`src/common/ofp_defs.svh`:
```
// Constants for the output fault protection block: register offsets,
// field positions, reset values and timing counts.
// Assumes a 32-bit AXI4-Lite slave and a 10 MHz core clock.
//
// Overview of operation
// - UV compare only while UV DAC enabled
// - Output below UV threshold sets UV flag
// - UV shutdown enable holds both drivers low
// - OV compare only while OV DAC enabled
// - Output above OV threshold sets OV flag
// - OV shutdown enable holds both drivers low
// - Flags set regardless of interrupt enables
// - Overtemperature shuts converter down in hardware
// - Individually disabled driver output goes low
`ifndef OFP_DEFS_SVH
`define OFP_DEFS_SVH

// ****************************************************
// Register byte offsets
// ****************************************************
`define OFP_ADDR_ABE     8'h00
`define OFP_ADDR_UVTH    8'h04
`define OFP_ADDR_OVTH    8'h08
`define OFP_ADDR_FLAG    8'h0C
`define OFP_ADDR_PROT    8'h10
`define OFP_ADDR_IRQC    8'h14
`define OFP_ADDR_TEST    8'h18
`define OFP_ADDR_STAT    8'h1C

// ****************************************************
// Field positions
// ****************************************************
`define OFP_BIT_UVDAC    0
`define OFP_BIT_OVDAC    1
`define OFP_BIT_UVF      0
`define OFP_BIT_OVF      1
`define OFP_BIT_UVSD     0
`define OFP_BIT_OVSD     1
`define OFP_BIT_GIE      7
`define OFP_BIT_HIGH_DRIVER_DISABLE    0
`define OFP_BIT_LOW_DRIVER_DISABLE    1
`define OFP_BIT_OTSD     0
`define OFP_BIT_GATE     1

// ****************************************************
// Reset values and bus answers
// ****************************************************
`define OFP_RST_BYTE     8'h00
`define OFP_RST_TEST     8'h03
`define OFP_RESP_OKAY    2'b00
`define OFP_RESP_SLVERR  2'b10

// ****************************************************
// Overtemperature trip and filter timing
// ****************************************************
`define OFP_OT_TRIP_C    160
`define OFP_OT_FILT_NS   400
`define OFP_CLK_NS       100
`define OFP_OT_FILT_CYC  ((`OFP_OT_FILT_NS + `OFP_CLK_NS - 1) / `OFP_CLK_NS)

`endif

```
`src/common/ofp_pkg.sv`:
```
// Types for the output fault protection block.
// Assumes ofp_defs.svh provides the numeric constants.
package ofp_pkg;
	typedef logic [7:0] ofp_byte_t;
	typedef enum logic [1:0] {
		OFP_RD_IDLE,
		OFP_RD_RESP
	} ofp_rd_e;
endpackage

```
`src/rtl/ofp_top.sv`:
```
// Output fault protection: UV/OV sticky flags, driver gating, OT shutdown,
// AXI4-Lite register slave.
// Assumes comparator pins are asynchronous and active high; threshold
// registers drive the external DACs.
`include "ofp_defs.svh"
`timescale 1ns/1ps
module ofp_top
	import ofp_pkg::*;
#(
	parameter int OT_FILT = `OFP_OT_FILT_CYC
)
(
	input  wire logic        aclk,
	input  wire logic        aresetn,
	input  wire logic [7:0]  s_axi_awaddr,
	input  wire logic        s_axi_awvalid,
	output logic             s_axi_awready,
	input  wire logic [31:0] s_axi_wdata,
	input  wire logic [3:0]  s_axi_wstrb,
	input  wire logic        s_axi_wvalid,
	output logic             s_axi_wready,
	output logic [1:0]       s_axi_bresp,
	output logic             s_axi_bvalid,
	input  wire logic        s_axi_bready,
	input  wire logic [7:0]  s_axi_araddr,
	input  wire logic        s_axi_arvalid,
	output logic             s_axi_arready,
	output logic [31:0]      s_axi_rdata,
	output logic [1:0]       s_axi_rresp,
	output logic             s_axi_rvalid,
	input  wire logic        s_axi_rready,
	input  wire logic        uv_cmp_in,
	input  wire logic        ov_cmp_in,
	input  wire logic        ot_cmp_in,
	input  wire logic        pwm_high_in,
	input  wire logic        pwm_low_in,
	output logic [7:0]       uv_threshold_out,
	output logic [7:0]       ov_threshold_out,
	output logic             uv_dac_en_out,
	output logic             ov_dac_en_out,
	output logic             high_side_gate_out,
	output logic             low_side_gate_out
);
	// ****************************************************
	// Declarations
	// ****************************************************
	ofp_byte_t   analog_block_enable_reg_q;  // DAC enables
	ofp_byte_t   uv_threshold_reg_q;         // UV DAC code
	ofp_byte_t   ov_threshold_reg_q;         // OV DAC code
	ofp_byte_t   protection_enable_reg_q;    // Shutdown enables
	ofp_byte_t   irq_control_reg_q;          // Interrupt control
	ofp_byte_t   analog_test_ctrl_reg_q;     // Driver disables
	logic        uv_fault_flag_q;            // Sticky UV
	logic        ov_fault_flag_q;            // Sticky OV
	logic        ot_shutdown_q;              // OT latched
	logic [7:0]  ot_cnt_q;                   // OT filter count
	logic [2:0]  cmp_sync;                   // Synchronised pins
	logic [1:0]  pwm_q;                      // Registered PWM
	logic        aw_held_q;                  // Address captured
	logic        w_held_q;                   // Data captured
	logic [7:0]  awaddr_q;                   // Write address
	logic [31:0] wdata_q;                    // Write data
	logic [3:0]  wstrb_q;                    // Write strobes
	ofp_rd_e     rd_state_q;                 // Read channel state
	logic        wr_fire;                    // Write commit
	logic        fault_gate;                 // Drivers forced low
	logic        uv_cond;                    // Qualified UV
	logic        ov_cond;                    // Qualified OV
	logic        uv_clr;                     // Firmware UV clear
	logic        ov_clr;                     // Firmware OV clear

	// ****************************************************
	// Elaboration check
	// ****************************************************
	initial
	begin
		if (OT_FILT < 1 || OT_FILT > 255)
			$error("ofp_top: OT_FILT out of range");
	end

	// Write decode used by several processes
	function automatic logic wr_hit(input logic [7:0] a,
		input logic [7:0] off);
		wr_hit = (a == off);
	endfunction

	// ****************************************************
	// Pin synchronisers
	// ****************************************************
	ofp_sync #(.WIDTH(3)) u_sync
	(
		.aclk     (aclk),
		.aresetn  (aresetn),
		.async_in ({ot_cmp_in, ov_cmp_in, uv_cmp_in}),
		.sync_out (cmp_sync)
	);

	// ****************************************************
	// AXI write channel
	// ****************************************************
	assign wr_fire = aw_held_q && w_held_q && !s_axi_bvalid;

	// Capture address and data in either order, answer after both
	always_ff @(posedge aclk)
	begin
		if (!aresetn)
		begin
			aw_held_q     <= 1'b0;
			w_held_q      <= 1'b0;
			awaddr_q      <= 8'h00;
			wdata_q       <= 32'h0000_0000;
			wstrb_q       <= 4'h0;
			s_axi_awready <= 1'b0;
			s_axi_wready  <= 1'b0;
			s_axi_bvalid  <= 1'b0;
			s_axi_bresp   <= `OFP_RESP_OKAY;
		end
		else
		begin
			s_axi_awready <= !aw_held_q && !s_axi_awready && s_axi_awvalid;
			s_axi_wready  <= !w_held_q && !s_axi_wready && s_axi_wvalid;
			if (s_axi_awvalid && s_axi_awready)
			begin
				aw_held_q <= 1'b1;
				awaddr_q  <= s_axi_awaddr;
			end
			if (s_axi_wvalid && s_axi_wready)
			begin
				w_held_q <= 1'b1;
				wdata_q  <= s_axi_wdata;
				wstrb_q  <= s_axi_wstrb;
			end
			if (wr_fire)
			begin
				// Response once both halves are in
				s_axi_bvalid <= 1'b1;
				s_axi_bresp  <= (awaddr_q[7:5] == 3'h0 && awaddr_q[1:0] == 2'h0
					&& !wr_hit(awaddr_q, `OFP_ADDR_STAT))
					? `OFP_RESP_OKAY : `OFP_RESP_SLVERR;
				aw_held_q    <= 1'b0;
				w_held_q     <= 1'b0;
			end
			else if (s_axi_bvalid && s_axi_bready)
				s_axi_bvalid <= 1'b0;
		end
	end

	// ****************************************************
	// Control registers
	// ****************************************************
	// Byte lane 0 writes control registers
	always_ff @(posedge aclk)
	begin
		if (!aresetn)
		begin
			analog_block_enable_reg_q <= `OFP_RST_BYTE;
			uv_threshold_reg_q        <= `OFP_RST_BYTE;
			ov_threshold_reg_q        <= `OFP_RST_BYTE;
			protection_enable_reg_q   <= `OFP_RST_BYTE;
			irq_control_reg_q         <= `OFP_RST_BYTE;
			analog_test_ctrl_reg_q    <= `OFP_RST_TEST;
		end
		else if (wr_fire && wstrb_q[0])
		begin
			if (wr_hit(awaddr_q, `OFP_ADDR_ABE))
				analog_block_enable_reg_q <= wdata_q[7:0];
			if (wr_hit(awaddr_q, `OFP_ADDR_UVTH))
				uv_threshold_reg_q <= wdata_q[7:0];
			if (wr_hit(awaddr_q, `OFP_ADDR_OVTH))
				ov_threshold_reg_q <= wdata_q[7:0];
			if (wr_hit(awaddr_q, `OFP_ADDR_PROT))
				protection_enable_reg_q <= wdata_q[7:0];
			if (wr_hit(awaddr_q, `OFP_ADDR_IRQC))
				irq_control_reg_q <= wdata_q[7:0];
			if (wr_hit(awaddr_q, `OFP_ADDR_TEST))
				analog_test_ctrl_reg_q <= wdata_q[7:0];
		end
	end

	// ****************************************************
	// Fault flags
	// ****************************************************
	// Comparators only count while their DAC runs
	assign uv_cond = cmp_sync[0]
		&& analog_block_enable_reg_q[`OFP_BIT_UVDAC];
	assign ov_cond = cmp_sync[1]
		&& analog_block_enable_reg_q[`OFP_BIT_OVDAC];
	// Write one to clear, lane 0 only
	assign uv_clr = wr_fire && wstrb_q[0] && wr_hit(awaddr_q, `OFP_ADDR_FLAG)
		&& wdata_q[`OFP_BIT_UVF];
	assign ov_clr = wr_fire && wstrb_q[0] && wr_hit(awaddr_q, `OFP_ADDR_FLAG)
		&& wdata_q[`OFP_BIT_OVF];

	// Sticky flags, set beats clear, no interrupt enable involved
	always_ff @(posedge aclk)
	begin
		if (!aresetn)
		begin
			uv_fault_flag_q <= 1'b0;
			ov_fault_flag_q <= 1'b0;
		end
		else
		begin
			uv_fault_flag_q <= uv_cond || (uv_fault_flag_q && !uv_clr);
			ov_fault_flag_q <= ov_cond || (ov_fault_flag_q && !ov_clr);
		end
	end

	// ****************************************************
	// Overtemperature shutdown
	// ****************************************************
	// Latch after a filtered trip; only reset clears it
	always_ff @(posedge aclk)
	begin
		if (!aresetn)
		begin
			ot_cnt_q      <= 8'h00;
			ot_shutdown_q <= 1'b0;
		end
		else if (!cmp_sync[2])
			ot_cnt_q <= 8'h00;
		else if (ot_cnt_q >= 8'(OT_FILT - 1))
			ot_shutdown_q <= 1'b1;
		else
			ot_cnt_q <= ot_cnt_q + 8'h01;
	end

	// ****************************************************
	// Gate drive outputs
	// ****************************************************
	assign fault_gate = ot_shutdown_q
		|| (uv_fault_flag_q
			&& protection_enable_reg_q[`OFP_BIT_UVSD])
		|| (ov_fault_flag_q
			&& protection_enable_reg_q[`OFP_BIT_OVSD]);

	// Register PWM and apply gating and individual disables
	always_ff @(posedge aclk)
	begin
		if (!aresetn)
		begin
			pwm_q              <= 2'b00;
			high_side_gate_out <= 1'b0;
			low_side_gate_out  <= 1'b0;
		end
		else
		begin
			pwm_q <= {pwm_low_in, pwm_high_in};
			high_side_gate_out <= pwm_q[0] && !fault_gate
				&& !analog_test_ctrl_reg_q[`OFP_BIT_HIGH_DRIVER_DISABLE];
			low_side_gate_out  <= pwm_q[1] && !fault_gate
				&& !analog_test_ctrl_reg_q[`OFP_BIT_LOW_DRIVER_DISABLE];
		end
	end

	// DAC outputs follow their registers
	always_ff @(posedge aclk)
	begin
		if (!aresetn)
		begin
			uv_threshold_out <= `OFP_RST_BYTE;
			ov_threshold_out <= `OFP_RST_BYTE;
			uv_dac_en_out    <= 1'b0;
			ov_dac_en_out    <= 1'b0;
		end
		else
		begin
			uv_threshold_out <= uv_threshold_reg_q;
			ov_threshold_out <= ov_threshold_reg_q;
			uv_dac_en_out    <= analog_block_enable_reg_q[`OFP_BIT_UVDAC];
			ov_dac_en_out    <= analog_block_enable_reg_q[`OFP_BIT_OVDAC];
		end
	end

	// ****************************************************
	// AXI read channel
	// ****************************************************
	always_ff @(posedge aclk)
	begin
		if (!aresetn)
		begin
			rd_state_q    <= OFP_RD_IDLE;
			s_axi_arready <= 1'b0;
			s_axi_rvalid  <= 1'b0;
			s_axi_rdata   <= 32'h0000_0000;
			s_axi_rresp   <= `OFP_RESP_OKAY;
		end
		else
		begin
			case (rd_state_q)
				OFP_RD_IDLE:
				begin
					s_axi_arready <= s_axi_arvalid && !s_axi_arready;
					if (s_axi_arvalid && s_axi_arready)
					begin
						s_axi_arready <= 1'b0;
						s_axi_rvalid  <= 1'b1;
						s_axi_rresp   <= `OFP_RESP_OKAY;
						rd_state_q    <= OFP_RD_RESP;
						case (s_axi_araddr)
							`OFP_ADDR_ABE:  s_axi_rdata <= {24'h00_0000, analog_block_enable_reg_q};
							`OFP_ADDR_UVTH: s_axi_rdata <= {24'h00_0000, uv_threshold_reg_q};
							`OFP_ADDR_OVTH: s_axi_rdata <= {24'h00_0000, ov_threshold_reg_q};
							`OFP_ADDR_FLAG: s_axi_rdata <= {30'h0000_0000, ov_fault_flag_q, uv_fault_flag_q};
							`OFP_ADDR_PROT: s_axi_rdata <= {24'h00_0000, protection_enable_reg_q};
							`OFP_ADDR_IRQC: s_axi_rdata <= {24'h00_0000, irq_control_reg_q};
							`OFP_ADDR_TEST: s_axi_rdata <= {24'h00_0000, analog_test_ctrl_reg_q};
							`OFP_ADDR_STAT: s_axi_rdata <= {30'h0000_0000, fault_gate, ot_shutdown_q};
							default:
							begin
								s_axi_rdata <= 32'h0000_0000;
								s_axi_rresp <= `OFP_RESP_SLVERR;
							end
						endcase
					end
				end
				OFP_RD_RESP:
				begin
					if (s_axi_rready)
					begin
						s_axi_rvalid <= 1'b0;
						rd_state_q   <= OFP_RD_IDLE;
					end
				end
				default:
					rd_state_q <= OFP_RD_IDLE;
			endcase
		end
	end

	// ****************************************************
	// Assertions
	// ****************************************************
	chk_uv_flag_set: assert property (@(posedge aclk) disable iff (!aresetn)
		uv_cond |=> uv_fault_flag_q)
		else $error("UV flag not set");
	chk_uv_dac_gate: assert property (@(posedge aclk) disable iff (!aresetn)
		(!uv_fault_flag_q && !analog_block_enable_reg_q[`OFP_BIT_UVDAC]) |=> !uv_fault_flag_q)
		else $error("UV set with DAC off");
	chk_ov_flag_set: assert property (@(posedge aclk) disable iff (!aresetn)
		ov_cond |=> ov_fault_flag_q)
		else $error("OV flag not set");
	chk_ov_dac_gate: assert property (@(posedge aclk) disable iff (!aresetn)
		(!ov_fault_flag_q && !analog_block_enable_reg_q[`OFP_BIT_OVDAC]) |=> !ov_fault_flag_q)
		else $error("OV set with DAC off");
	chk_uv_flag_hold: assert property (@(posedge aclk) disable iff (!aresetn)
		(uv_fault_flag_q && !uv_clr) |=> uv_fault_flag_q)
		else $error("UV flag dropped");
	chk_uv_drv_off: assert property (@(posedge aclk) disable iff (!aresetn)
		(uv_fault_flag_q && protection_enable_reg_q[`OFP_BIT_UVSD]) |=> !high_side_gate_out && !low_side_gate_out)
		else $error("Drivers on during UV");
	chk_ov_drv_off: assert property (@(posedge aclk) disable iff (!aresetn)
		(ov_fault_flag_q && protection_enable_reg_q[`OFP_BIT_OVSD]) |=> !high_side_gate_out && !low_side_gate_out)
		else $error("Drivers on during OV");
	chk_ot_latch: assert property (@(posedge aclk) disable iff (!aresetn)
		ot_shutdown_q |=> ot_shutdown_q && !high_side_gate_out && !low_side_gate_out)
		else $error("OT shutdown released");
	chk_hi_disable: assert property (@(posedge aclk) disable iff (!aresetn)
		analog_test_ctrl_reg_q[`OFP_BIT_HIGH_DRIVER_DISABLE] |=> !high_side_gate_out)
		else $error("High driver on while disabled");
	chk_irq_indep: assert property (@(posedge aclk) disable iff (!aresetn)
		(ov_cond && !irq_control_reg_q[`OFP_BIT_GIE]) |=> ov_fault_flag_q)
		else $error("Flag blocked by GLOBAL_IRQ_ENABLE");
	chk_ov_flag_hold: assert property (@(posedge aclk) disable iff (!aresetn)
		(ov_fault_flag_q && !ov_clr) |=> ov_fault_flag_q)
		else $error("OV flag dropped");
	chk_lo_disable: assert property (@(posedge aclk) disable iff (!aresetn)
		analog_test_ctrl_reg_q[`OFP_BIT_LOW_DRIVER_DISABLE] |=> !low_side_gate_out)
		else $error("Low driver on while disabled");
endmodule

```
`src/rtl/ofp_sync.sv`:
```
// Two-flop synchroniser bank for asynchronous comparator pins.
// Assumes inputs are asynchronous levels; the first stage feeds only the
// second.
`timescale 1ns/1ps
module ofp_sync
	import ofp_pkg::*;
#(
	parameter int WIDTH = 3
)
(
	input  wire logic             aclk,
	input  wire logic             aresetn,
	input  wire logic [WIDTH-1:0] async_in,
	output logic      [WIDTH-1:0] sync_out
);
	logic [WIDTH-1:0] meta_q;     // First stage

	// ****************************************************
	// Width check
	// ****************************************************
	initial
	begin
		if (WIDTH < 1)
			$error("ofp_sync: WIDTH must be positive");
	end

	// Two flip-flops per bit
	always_ff @(posedge aclk)
	begin
		if (!aresetn)
		begin
			meta_q   <= '0;
			sync_out <= '0;
		end
		else
		begin
			meta_q   <= async_in;
			sync_out <= meta_q;
		end
	end
endmodule

```
`config.mk`:
```
export PLATFORM = sky130hd
export DESIGN_NAME = ofp_top
export DESIGN_NICKNAME = d
export VERILOG_FILES = /design/src/common/ofp_pkg.sv /design/src/rtl/ofp_top.sv /design/src/rtl/ofp_sync.sv
export VERILOG_INCLUDE_DIRS = /design/src /design/src/common
export SDC_FILE = /design/constraint.sdc
export NUM_CORES = 1
export LEC_CHECK = 0
export ABC_AREA = 1
export CAP_MARGIN = 20
export CORE_AREA = 5 5 117 119
export CTS_CLUSTER_DIAMETER = 60
export DETAILED_ROUTE_END_ITERATION = 16
export DIE_AREA = 0 0 122 124
export DONT_BUFFER_PORTS = 1
export GPL_TIMING_DRIVEN = 0
export HOLD_SLACK_MARGIN = 0.02
export SYNTH_ARGS = -nofsm -noshare
export SYNTH_HDL_FRONTEND = slang
export SYNTH_HIERARCHICAL = 1
export SYNTH_SLANG_ARGS = --single-unit
```
`constraint.sdc`:
```
create_clock -name aclk -period 1.8 [get_ports aclk]
set_input_delay 0.36 -clock aclk [delete_from_list [all_inputs] [get_ports aclk]]
set_output_delay 0.36 -clock aclk [all_outputs]
set_load 0.005 [all_outputs]
```
==> impl_metrics.py, run 1 <==
metrics = {
    "outcome": {
        "outcome": "completed",
    },
    "sta": {
        "final_max_slew_viol_count": 0,
        "post-route-period-util": 0.847,
        "period_needed_ns": 1.53,
        "fin_hold_ws_ns": 0.0375,
        "fmax_mhz": 656,
        "hold_viol": 0,
        "finClkSkew_ns": 0.00759,
        "rsz0062_at_grt": "no",
        "worst_pin_slew_ns": 0.620,
        "final-setup-viol-count": 0,
        "relSlewSlack": 0.585,
        "setup_ws_ns": 0.275,
        "tns_ns": 0,
    },
    "route": {
        "dr.pass1.iters": 5,
        "drc": 0,
        "drtAntennaViolNets": 0,
        "vias": 3915,
        "met3_length_um": 833,
        "route.detailed.wl_per_inst_um": 14.2,
        "routed-wl-met2_um": 5670,
        "routed_wirelength_um": 12100,
        "wl_met1_um": 5340,
        "top_layer": "met4",
        "drtIter0Drc": 208,
        "via_per_inst": 4.60,
    },
    "synth": {
        "synth_commonest_cells": "dfxtp_1, nand2_1, inv_1",
        "synth-seq-cells": 121,
        "async_flop_share": 0,
        "synth_cells": 623,
        "synth_edf_count": 0,
        "synth_area_leaders": "dfxtp_1, nand2_1, a21oi_1",
        "muxShareOfSynthArea": 0,
        "synthXorXnorAreaFrac": 0.00178,
        "synthSimpleGateAreaFrac": 0.214,
        "yosysTopAreaCellShare": 0.492,
        "synth_top_family_by_area": "simple AND/OR/NAND/NOR gates",
        "synth_fa_ha_area_frac": 0.00254,
        "ys_seq_area_frac": 0.492,
        "yosysTopAreaCell": "dfxtp_1",
        "synth_compound_area_frac": 0.157,
        "syn_area_sq_um": 4920,
        "ys_warn_count": 6,
        "syn_avg_cell_area_sq_um": 7.89,
        "yosysMostFrequentCell": "dfxtp_1",
        "ys_types": 34,
        "synth_ff_type": "dfxtp_1",
    },
    "die": {
        "die_area_sq_um": 15100,
        "coreArea_sq_um": 12500,
        "initial_utilization": 0.395,
        "die_h_um": 124,
        "die_w_um": 122,
        "row_count": 41,
        "pin_count": 125,
    },
    "critical_path": {
        "worstSetupStartpointType": "flip-flop",
        "cp-startpoint": "aw_held_q$_SDFFE_PP0P_",
        "worstSetupPathType": "flip-flop to flip-flop",
        "r2r-start": "aw_held_q$_SDFFE_PP0P_",
        "cp-end-kind": "flip-flop",
        "worstPathArrival_ns": 1.80,
        "cp.required_ns": 2.08,
        "cp_max_fo": 10,
        "r2r_cells": 8,
    },
    "min_path": {
        "hp-class": "input pin to flip-flop",
        "min_from": "aresetn",
        "min_path_cells": 2,
    },
    "grt": {
        "track_usage": 0.166,
        "grt-ovfl-total": 0,
        "antenna_found_initial": 0,
        "grt_pass1_wl_um": 19100,
        "grt_max_degree": 17,
        "first_global_vias": 3811,
    },
    "clocking": {
        "cts-root-buf": "clkbuf_16",
        "numCtsBuffers": 17,
        "cts_resized": 0,
        "clock_latency_ns": 0.42,
        "ctsHoldBuffers": 0,
        "cts_tree": "built",
        "post_cts_buffers": 0,
        "clockBufferDepth": 2,
        "clock-sinks": 121,
        "clk_pin_slew_worst_paths_ns": 0.06,
        "htreeDepth": 4,
    },
    "place": {
        "portBuffers": 0,
        "pre_cts_slack_ns": 0.0991,
        "dpl.hpwl_um": 8950,
        "dp.cells": 820,
        "gp_congestion": 0.854,
    },
    "power": {
        "ir_worst_vdd_v": 0.000698,
        "leakage_nw": 2.64,
        "power_density_nw_per_um2": 1130,
    },
    "finish": {
        "finish.utilization": 0.470,
        "diodes": 0,
        "drive_gt1_frac": 0.144,
        "nets": 732,
        "fin_cells": 852,
        "area_delta_synth_final_pct": 19.2,
    },
    "run": {
        "maxCapViolCount": 0,
    },
}
registers in the layout, summed over array words and instances (netlist names), 3 cells and up:
name,flops
analog_block_enable_reg_q,8
analog_test_ctrl_reg_q,8
awaddr_q,8
irq_control_reg_q,8
ot_cnt_q,8
ov_threshold_out,8
ov_threshold_reg_q,8
protection_enable_reg_q,8
s_axi_rdata,8
uv_threshold_out,8
uv_threshold_reg_q,8
wdata_q,8
u_sync/meta_q,3
u_sync/sync_out,3
worst paths after layout:
check / endpoint / slack, ns
worst max-delay path: analog_test_ctrl_reg_q[0]$_SDFFE_PN1P_ / 0.27
worst min-delay path: u_sync/meta_q[1]$_SDFF_PN0_ / 0.04
worst max register to register: analog_test_ctrl_reg_q[0]$_SDFFE_PN1P_ / 0.27
worst min register to register: u_sync/sync_out[1]$_SDFF_PN0_ / 0.41
power by group:
part	switching, W	internal (W)
clock network	0.00125	0.00236
registers	0.0000282	0.00272
logic	0.000181	0.0000923
final cells by class:
| class | instances | area [sq um] |
|---|---|---|
| Inverter | 78 | 293 |
| Buffer | 50 | 352 |
| Multi-Input combinational cell | 399 | 1950 |
| Fill cell | 1236 | 6600 |
| Tap cell | 172 | 215 |
| Sequential cell | 121 | 2420 |
| Clock buffer | 18 | 439 |
| Clock inverter | 14 | 196 |
metrics by stage:
step / instance area (sq um) / power (W)
6_report: 5860 / 0.00663
5_1_grt: 5860 / 0.00685
4_1_cts: 5860 / 0.00669
3_5_place_dp: 5230 / 0.00308
3_3_place_gp: 5230 / 0.00307
2_1_floorplan: 5010 / 0.00301
logic make-up after synthesis:
kind of cell | Yosys count
buf+inv | 128
compound gates | 144
simple gates | 227
flops | 121
xor+xnor | 1
other cells | 1
fa+ha+maj | 1
critical path: stages, from the launching register on:
cell,delay [ns]
dfxtp_1,0.40
nand3_4,0.14
nor2_8,0.15
inv_2,0.04
nor2_2,0.11
nand3_2,0.17
buf_6,0.20
nand2_1,0.08
o211ai_2,0.07
metal layers:
metal,up-vias,global-route usage
met4,0,0.0672
met5,-,0
met2,125,0.276
li1,2041,-
met3,18,0.0495
met1,1731,0.202
cell usage in the layout, fill, tap and decap left out, types with 17 or more instances in the layout:
cell,n
inv_1,77
a21oi_1,62
nor2_1,60
clkbuf_16,17
o21ai_0,57
dfxtp_1,121
nand2_1,107
nand3_1,36
buf_4,28
conb_1,26
Note: power is estimated with default switching activity, not from simulation.
==> inputs of run 2 (changes only) <==
Clock period 1.8 ns to 1.5 ns, I/O delays scaled along.
==> impl_metrics.py, run 2 (synthesis gave the netlist of run 1 again) <==
metrics = {
    "outcome": {
        "outcome": "completed",
    },
    "grt": {
        "grt_max_degree": 17,
        "first_global_vias": 3857,
        "antenna_found_initial": 0,
        "grt-ovfl-total": 0,
        "track_usage": 0.168,
        "grt_pass1_wl_um": 19300,
    },
    "clocking": {
        "clk_pin_slew_worst_paths_ns": 0.06,
        "cts-root-buf": "clkbuf_16",
        "clock-sinks": 121,
        "cts_tree": "built",
        "clock_latency_ns": 0.42,
        "htreeDepth": 4,
        "numCtsBuffers": 17,
        "clockBufferDepth": 2,
    },
    "power": {
        "internal_power_w": 0.00623,
        "p_switching_w": 0.00176,
        "total_power_w": 0.00799,
        "power_density_nw_per_um2": 1310,
        "leakage_nw": 2.73,
        "p_seq_frac": 0.413,
        "combPwrFrac": 0.046,
        "ir_worst_vdd_v": 0.000834,
        "pwr-share-clk": 0.541,
        "switching_share": 0.221,
    },
    "finish": {
        "nets": 748,
        "final_common_cell": "dfxtp_1",
        "area_delta_synth_final_pct": 24.5,
        "drive_gt1_frac": 0.175,
        "final_cell_mix": "dfxtp_1, nand2_1, inv_1",
        "diodes": 0,
        "fin_cells": 868,
    },
    "sta": {
        "fmax_mhz": 674,
        "final-setup-viol-count": 0,
        "setup_ws_ns": 0.0166,
        "post-route-period-util": 0.989,
        "finClkSkew_ns": 0.0112,
        "final_max_slew_viol_count": 0,
        "fin_hold_ws_ns": 0.0479,
        "period_needed_ns": 1.48,
        "hold_viol": 0,
        "worst_pin_slew_ns": 0.626,
        "rsz0062_at_grt": "yes",
        "relSlewSlack": 0.581,
    },
    "critical_path": {
        "worstSetupStartpointType": "flip-flop",
        "r2r_slack_ns": 0.02,
        "cpMaxStageDelayCell": "dfxtp_2",
        "cp_max_fo": 8,
        "r2r-start": "s_axi_bvalid$_SDFFE_PN0P_",
        "worst_path_dominant_cell_family": "simple AND/OR/NAND/NOR gates",
        "slowest_delay_ns": 0.33,
        "r2r_cells": 8,
        "cp.required_ns": 1.85,
        "crit_chain": "inv_2 -> nand3_4 -> nor2_8 -> nand4_4 -> nor2_4 -> buf_8 -> o21ai_2 -> a21oi_2",
        "worstSetupPathType": "flip-flop to flip-flop",
        "worstPathArrival_ns": 1.83,
        "reg2reg_to": "irq_control_reg_q[6]$_SDFFE_PN0P_",
        "critPathBufInv": 2,
        "cp-end-kind": "flip-flop",
    },
    "min_path": {
        "hp-class": "input pin to flip-flop",
        "min_path_cells": 2,
        "worstHoldEndpoint": "w_held_q$_SDFFE_PP0P_",
        "min_from": "s_axi_wvalid",
    },
    "place": {
        "dp.cells": 820,
        "portBuffers": 0,
        "dpl.hpwl_um": 8950,
        "pre_cts_slack_ns": -0.141,
        "gp_congestion": 0.854,
    },
    "route": {
        "routed_wirelength_um": 12400,
        "vias": 3985,
        "drtAntennaViolNets": 0,
        "drtIter0Drc": 214,
        "dr.pass1.iters": 5,
        "via_per_inst": 4.59,
        "drc": 0,
        "route.detailed.wl_per_inst_um": 14.3,
    },
    "die": {
        "die_w_um": 122,
        "initial_utilization": 0.395,
        "die_h_um": 124,
        "pin_count": 125,
        "die_area_sq_um": 15100,
        "row_count": 41,
        "coreArea_sq_um": 12500,
    },
    "run": {
        "maxCapViolCount": 0,
    },
}
[run 2: changes by cell type in the layout (fill, tap and decap cells not counted), sizes merged]
cell | previous run | this run
dlygate4sd3 | 0 | 8
buf | 38 | 44
clkbuf | 30 | 32
[run 2: stage by stage]
step	TNS, ns	instance area (sq um)	utilization
finish	0	6120	0.491
global route	-0.355	6120	0.491
CTS	0	5970	0.479
detailed placement	-1.15	5230	0.419
global placement	-1.12	5230	0.419
floorplan	0	5010	-
[run 2: what timing repair did]
item | 4_1_cts | 5_1_grt
hold buffers | 8 | 0
endpoints found under the hold margin | 10 | 0
setup endpoints to repair | 6 | 40
resized for setup | 4 | 19
pin swaps | 1 | 9
gates cloned | 0 | 2
buffers inserted | 1 | 5
[run 2: power by group through the flow]
| stage | clock network (W) | logic, W | registers [W] |
|---|---|---|---|
| after detailed placement | 0 | 0.000329 | 0.00337 |
| after floorplan | 0 | 0.000256 | 0.00336 |
| final | 0.00432 | 0.000372 | 0.00330 |
| after global placement | 0 | 0.000324 | 0.00336 |
| after global routing | 0.00454 | 0.000417 | 0.00330 |
| after CTS | 0.00440 | 0.000356 | 0.00330 |
[run 2: worst max-delay path by stage]
stage | from | end | cells after the start
CTS | s_axi_bvalid$_SDFFE_PN0P_ | protection_enable_reg_q[6]$_SDFFE_PN0P_ | 8
global route | s_axi_bvalid$_SDFFE_PN0P_ | irq_control_reg_q[5]$_SDFFE_PN0P_ | 8
detailed placement | s_axi_araddr[7] | s_axi_rdata[2]$_SDFFE_PN0P_ | 9
global placement | s_axi_araddr[7] | s_axi_rdata[2]$_SDFFE_PN0P_ | 9
finish | s_axi_bvalid$_SDFFE_PN0P_ | irq_control_reg_q[6]$_SDFFE_PN0P_ | 8
floorplan | s_axi_bvalid$_SDFFE_PN0P_ | analog_test_ctrl_reg_q[0]$_SDFFE_PN1P_ | 9
[run 2: routing by layer]
| metal | track usage | part of all wire | routed length (um) |
|---|---|---|---|
| met1 | 0.203 | 0.44 | 5440 |
| met2 | 0.281 | 0.48 | 5960 |
| met3 | 0.0486 | 0.070 | 870 |
| met4 | 0.0672 | 0.013 | 164 |
| met5 | 0 | 0 | 0 |
[run 2: cell type report]
class                      instances  area, sq um
fill                            1207         6340
sequential                       121         2430
multi-input combinational        399         2010
clock buffer                      18          439
buffer                            50          354
inverter                          78          293
tap                              172          215
clock inverter                    14          196
timing repair buffer              16          188
==> inputs of run 3 (changes only) <==
Settings changed: CORE_AREA 5 5 117 119 to 2 2 114 116, DIE_AREA 0 0 122 124 to 0 0 116 118.
==> impl_metrics.py, run 3 (synthesis gave the netlist of run 1 again) <==
metrics = {
    "route": {
        "route.detailed.wl_per_inst_um": 14.6,
        "drtIter0Drc": 216,
        "via_per_inst": 4.81,
        "routed-wl-met2_um": 6180,
        "routed_wirelength_um": 12700,
        "top_layer": "met4",
        "vias": 4187,
        "drc": 0,
        "dr.pass1.iters": 5,
        "met3_length_um": 869,
        "wl_met1_um": 5360,
        "drtAntennaViolNets": 0,
    },
    "power": {
        "leakage_nw": 2.77,
        "power_density_nw_per_um2": 1310,
        "ir_worst_vdd_v": 0.000683,
        "total_power_w": 0.00820,
    },
    "sta": {
        "setup_ws_ns": -0.0204,
        "rsz0062_at_grt": "yes",
        "hold_viol": 0,
        "relSlewSlack": 0.557,
        "period_needed_ns": 1.52,
        "final-setup-viol-count": 11,
        "fin_hold_ws_ns": 0.0540,
        "post-route-period-util": 1.01,
        "finClkSkew_ns": 0.0101,
        "worst_pin_slew_ns": 0.665,
        "fmax_mhz": 658,
        "final_max_slew_viol_count": 0,
    },
    "finish": {
        "area_delta_synth_final_pct": 27.0,
        "drive_gt1_frac": 0.191,
        "fin_cells": 870,
        "nets": 751,
        "finish.utilization": 0.503,
        "final_cell_mix": "dfxtp_1, nand2_1, inv_1",
        "final_common_cell": "dfxtp_1",
        "diodes": 0,
    },
    "clocking": {
        "clk_pin_slew_worst_paths_ns": 0.06,
        "clock-sinks": 121,
        "cts_tree": "built",
        "clockBufferDepth": 2,
        "htreeDepth": 4,
        "numCtsBuffers": 17,
        "cts-root-buf": "clkbuf_16",
        "clock_latency_ns": 0.41,
    },
    "critical_path": {
        "cp_max_fo": 6,
        "r2r_cells": 8,
        "r2r_slack_ns": -0.02,
        "worstSetupStartpointType": "flip-flop",
        "cp.required_ns": 1.85,
        "worstPathArrival_ns": 1.87,
        "worstSetupPathType": "flip-flop to flip-flop",
        "cp-end-kind": "flip-flop",
    },
    "grt": {
        "grt-ovfl-total": 0,
        "first_global_vias": 3983,
        "grt_max_degree": 17,
        "track_usage": 0.186,
        "grt_pass1_wl_um": 19400,
        "antenna_found_initial": 0,
    },
    "min_path": {
        "hp-class": "input pin to flip-flop",
        "min_path_cells": 2,
    },
    "die": {
        "row_count": 41,
        "die_h_um": 118,
        "coreArea_sq_um": 12400,
        "die_w_um": 116,
        "die_area_sq_um": 13700,
        "pin_count": 125,
        "initial_utilization": 0.396,
    },
    "place": {
        "dpl.hpwl_um": 8660,
        "portBuffers": 0,
        "dp.cells": 820,
        "gp_congestion": 0.890,
    },
    "run": {
        "maxCapViolCount": 0,
    },
    "outcome": {
        "outcome": "complete, but fails checks",
        "violations": "negative setup slack",
    },
}
run 3: cell types whose count changed in the layout (fill, tap and decap cells not counted), moves of 2 or more:
cell	change
clkinv_4	-4
clkinvlp_4	-2
o21ai_0	-9
buf_4	-2
clkbuf_1	+3
clkbuf_16	+2
a21oi_1	-4
o21ai_2	+7
clkbuf_8	+3
a21oi_2	+5
buf_6	+4
run 3: area by class of cell:
type | count | area (sq um)
Buffer | 50 | 358
Clock buffer | 24 | 492
Clock inverter | 7 | 163
Fill cell | 1246 | 6170
Inverter | 78 | 293
Multi-Input combinational cell | 399 | 2060
Sequential cell | 121 | 2430
Tap cell | 172 | 215
Timing Repair Buffer | 19 | 244
run 3: what timing repair did:
| item | CTS | global route |
|---|---|---|
| buffers inserted | 3 | 4 |
| endpoints found under the hold margin | 10 | 0 |
| gates cloned | 0 | 4 |
| hold buffers | 8 | 0 |
| pin swaps | 2 | 12 |
| gates resized for setup | 3 | 45 |
| setup endpoints to repair | 12 | 36 |
run 3: critical path, stage by stage, from the launching register on:
cell     delay, ns
dfxtp_2       0.33
inv_2         0.08
nand3_4       0.11
nor2_8        0.18
nand4_4       0.13
nor2_4        0.27
buf_6         0.16
o21ai_2       0.05
a21oi_2       0.13
run 3: report_power, final:
group	internal, W	total, W	switching (W)
clock	0.00311	0.00453	0.00141
combinational	0.000133	0.000370	0.000236
sequential	0.00327	0.00330	0.0000348
run 3: routing by layer:
| layer | GRT usage | vias up |
|---|---|---|
| li1 | - | 2071 |
| met1 | 0.220 | 1964 |
| met2 | 0.306 | 129 |
| met3 | 0.0639 | 23 |
| met4 | 0.0699 | 0 |
| met5 | 0 | - |
run 3: final timing paths:
| kind | start | end |
|---|---|---|
| worst max-delay path | s_axi_bvalid$_SDFFE_PN0P_ | irq_control_reg_q[1]$_SDFFE_PN0P_ |
| worst min-delay path | s_axi_wvalid | w_held_q$_SDFFE_PP0P_ |
| worst max register to register | s_axi_bvalid$_SDFFE_PN0P_ | irq_control_reg_q[1]$_SDFFE_PN0P_ |
| worst min register to register | u_sync/meta_q[1]$_SDFF_PN0_ | u_sync/sync_out[1]$_SDFF_PN0_ |
run 3: stage by stage:
stage          setup WS [ns]  instance area [sq um]  setup TNS [ns]
2_1_floorplan          0.192                   5010               0
6_report             -0.0204                   6250          -0.115
3_5_place_dp          -0.114                   5230          -0.983
5_1_grt              -0.0878                   6250           -1.32
3_3_place_gp          -0.115                   5230          -0.876
4_1_cts               0.0107                   6000               0
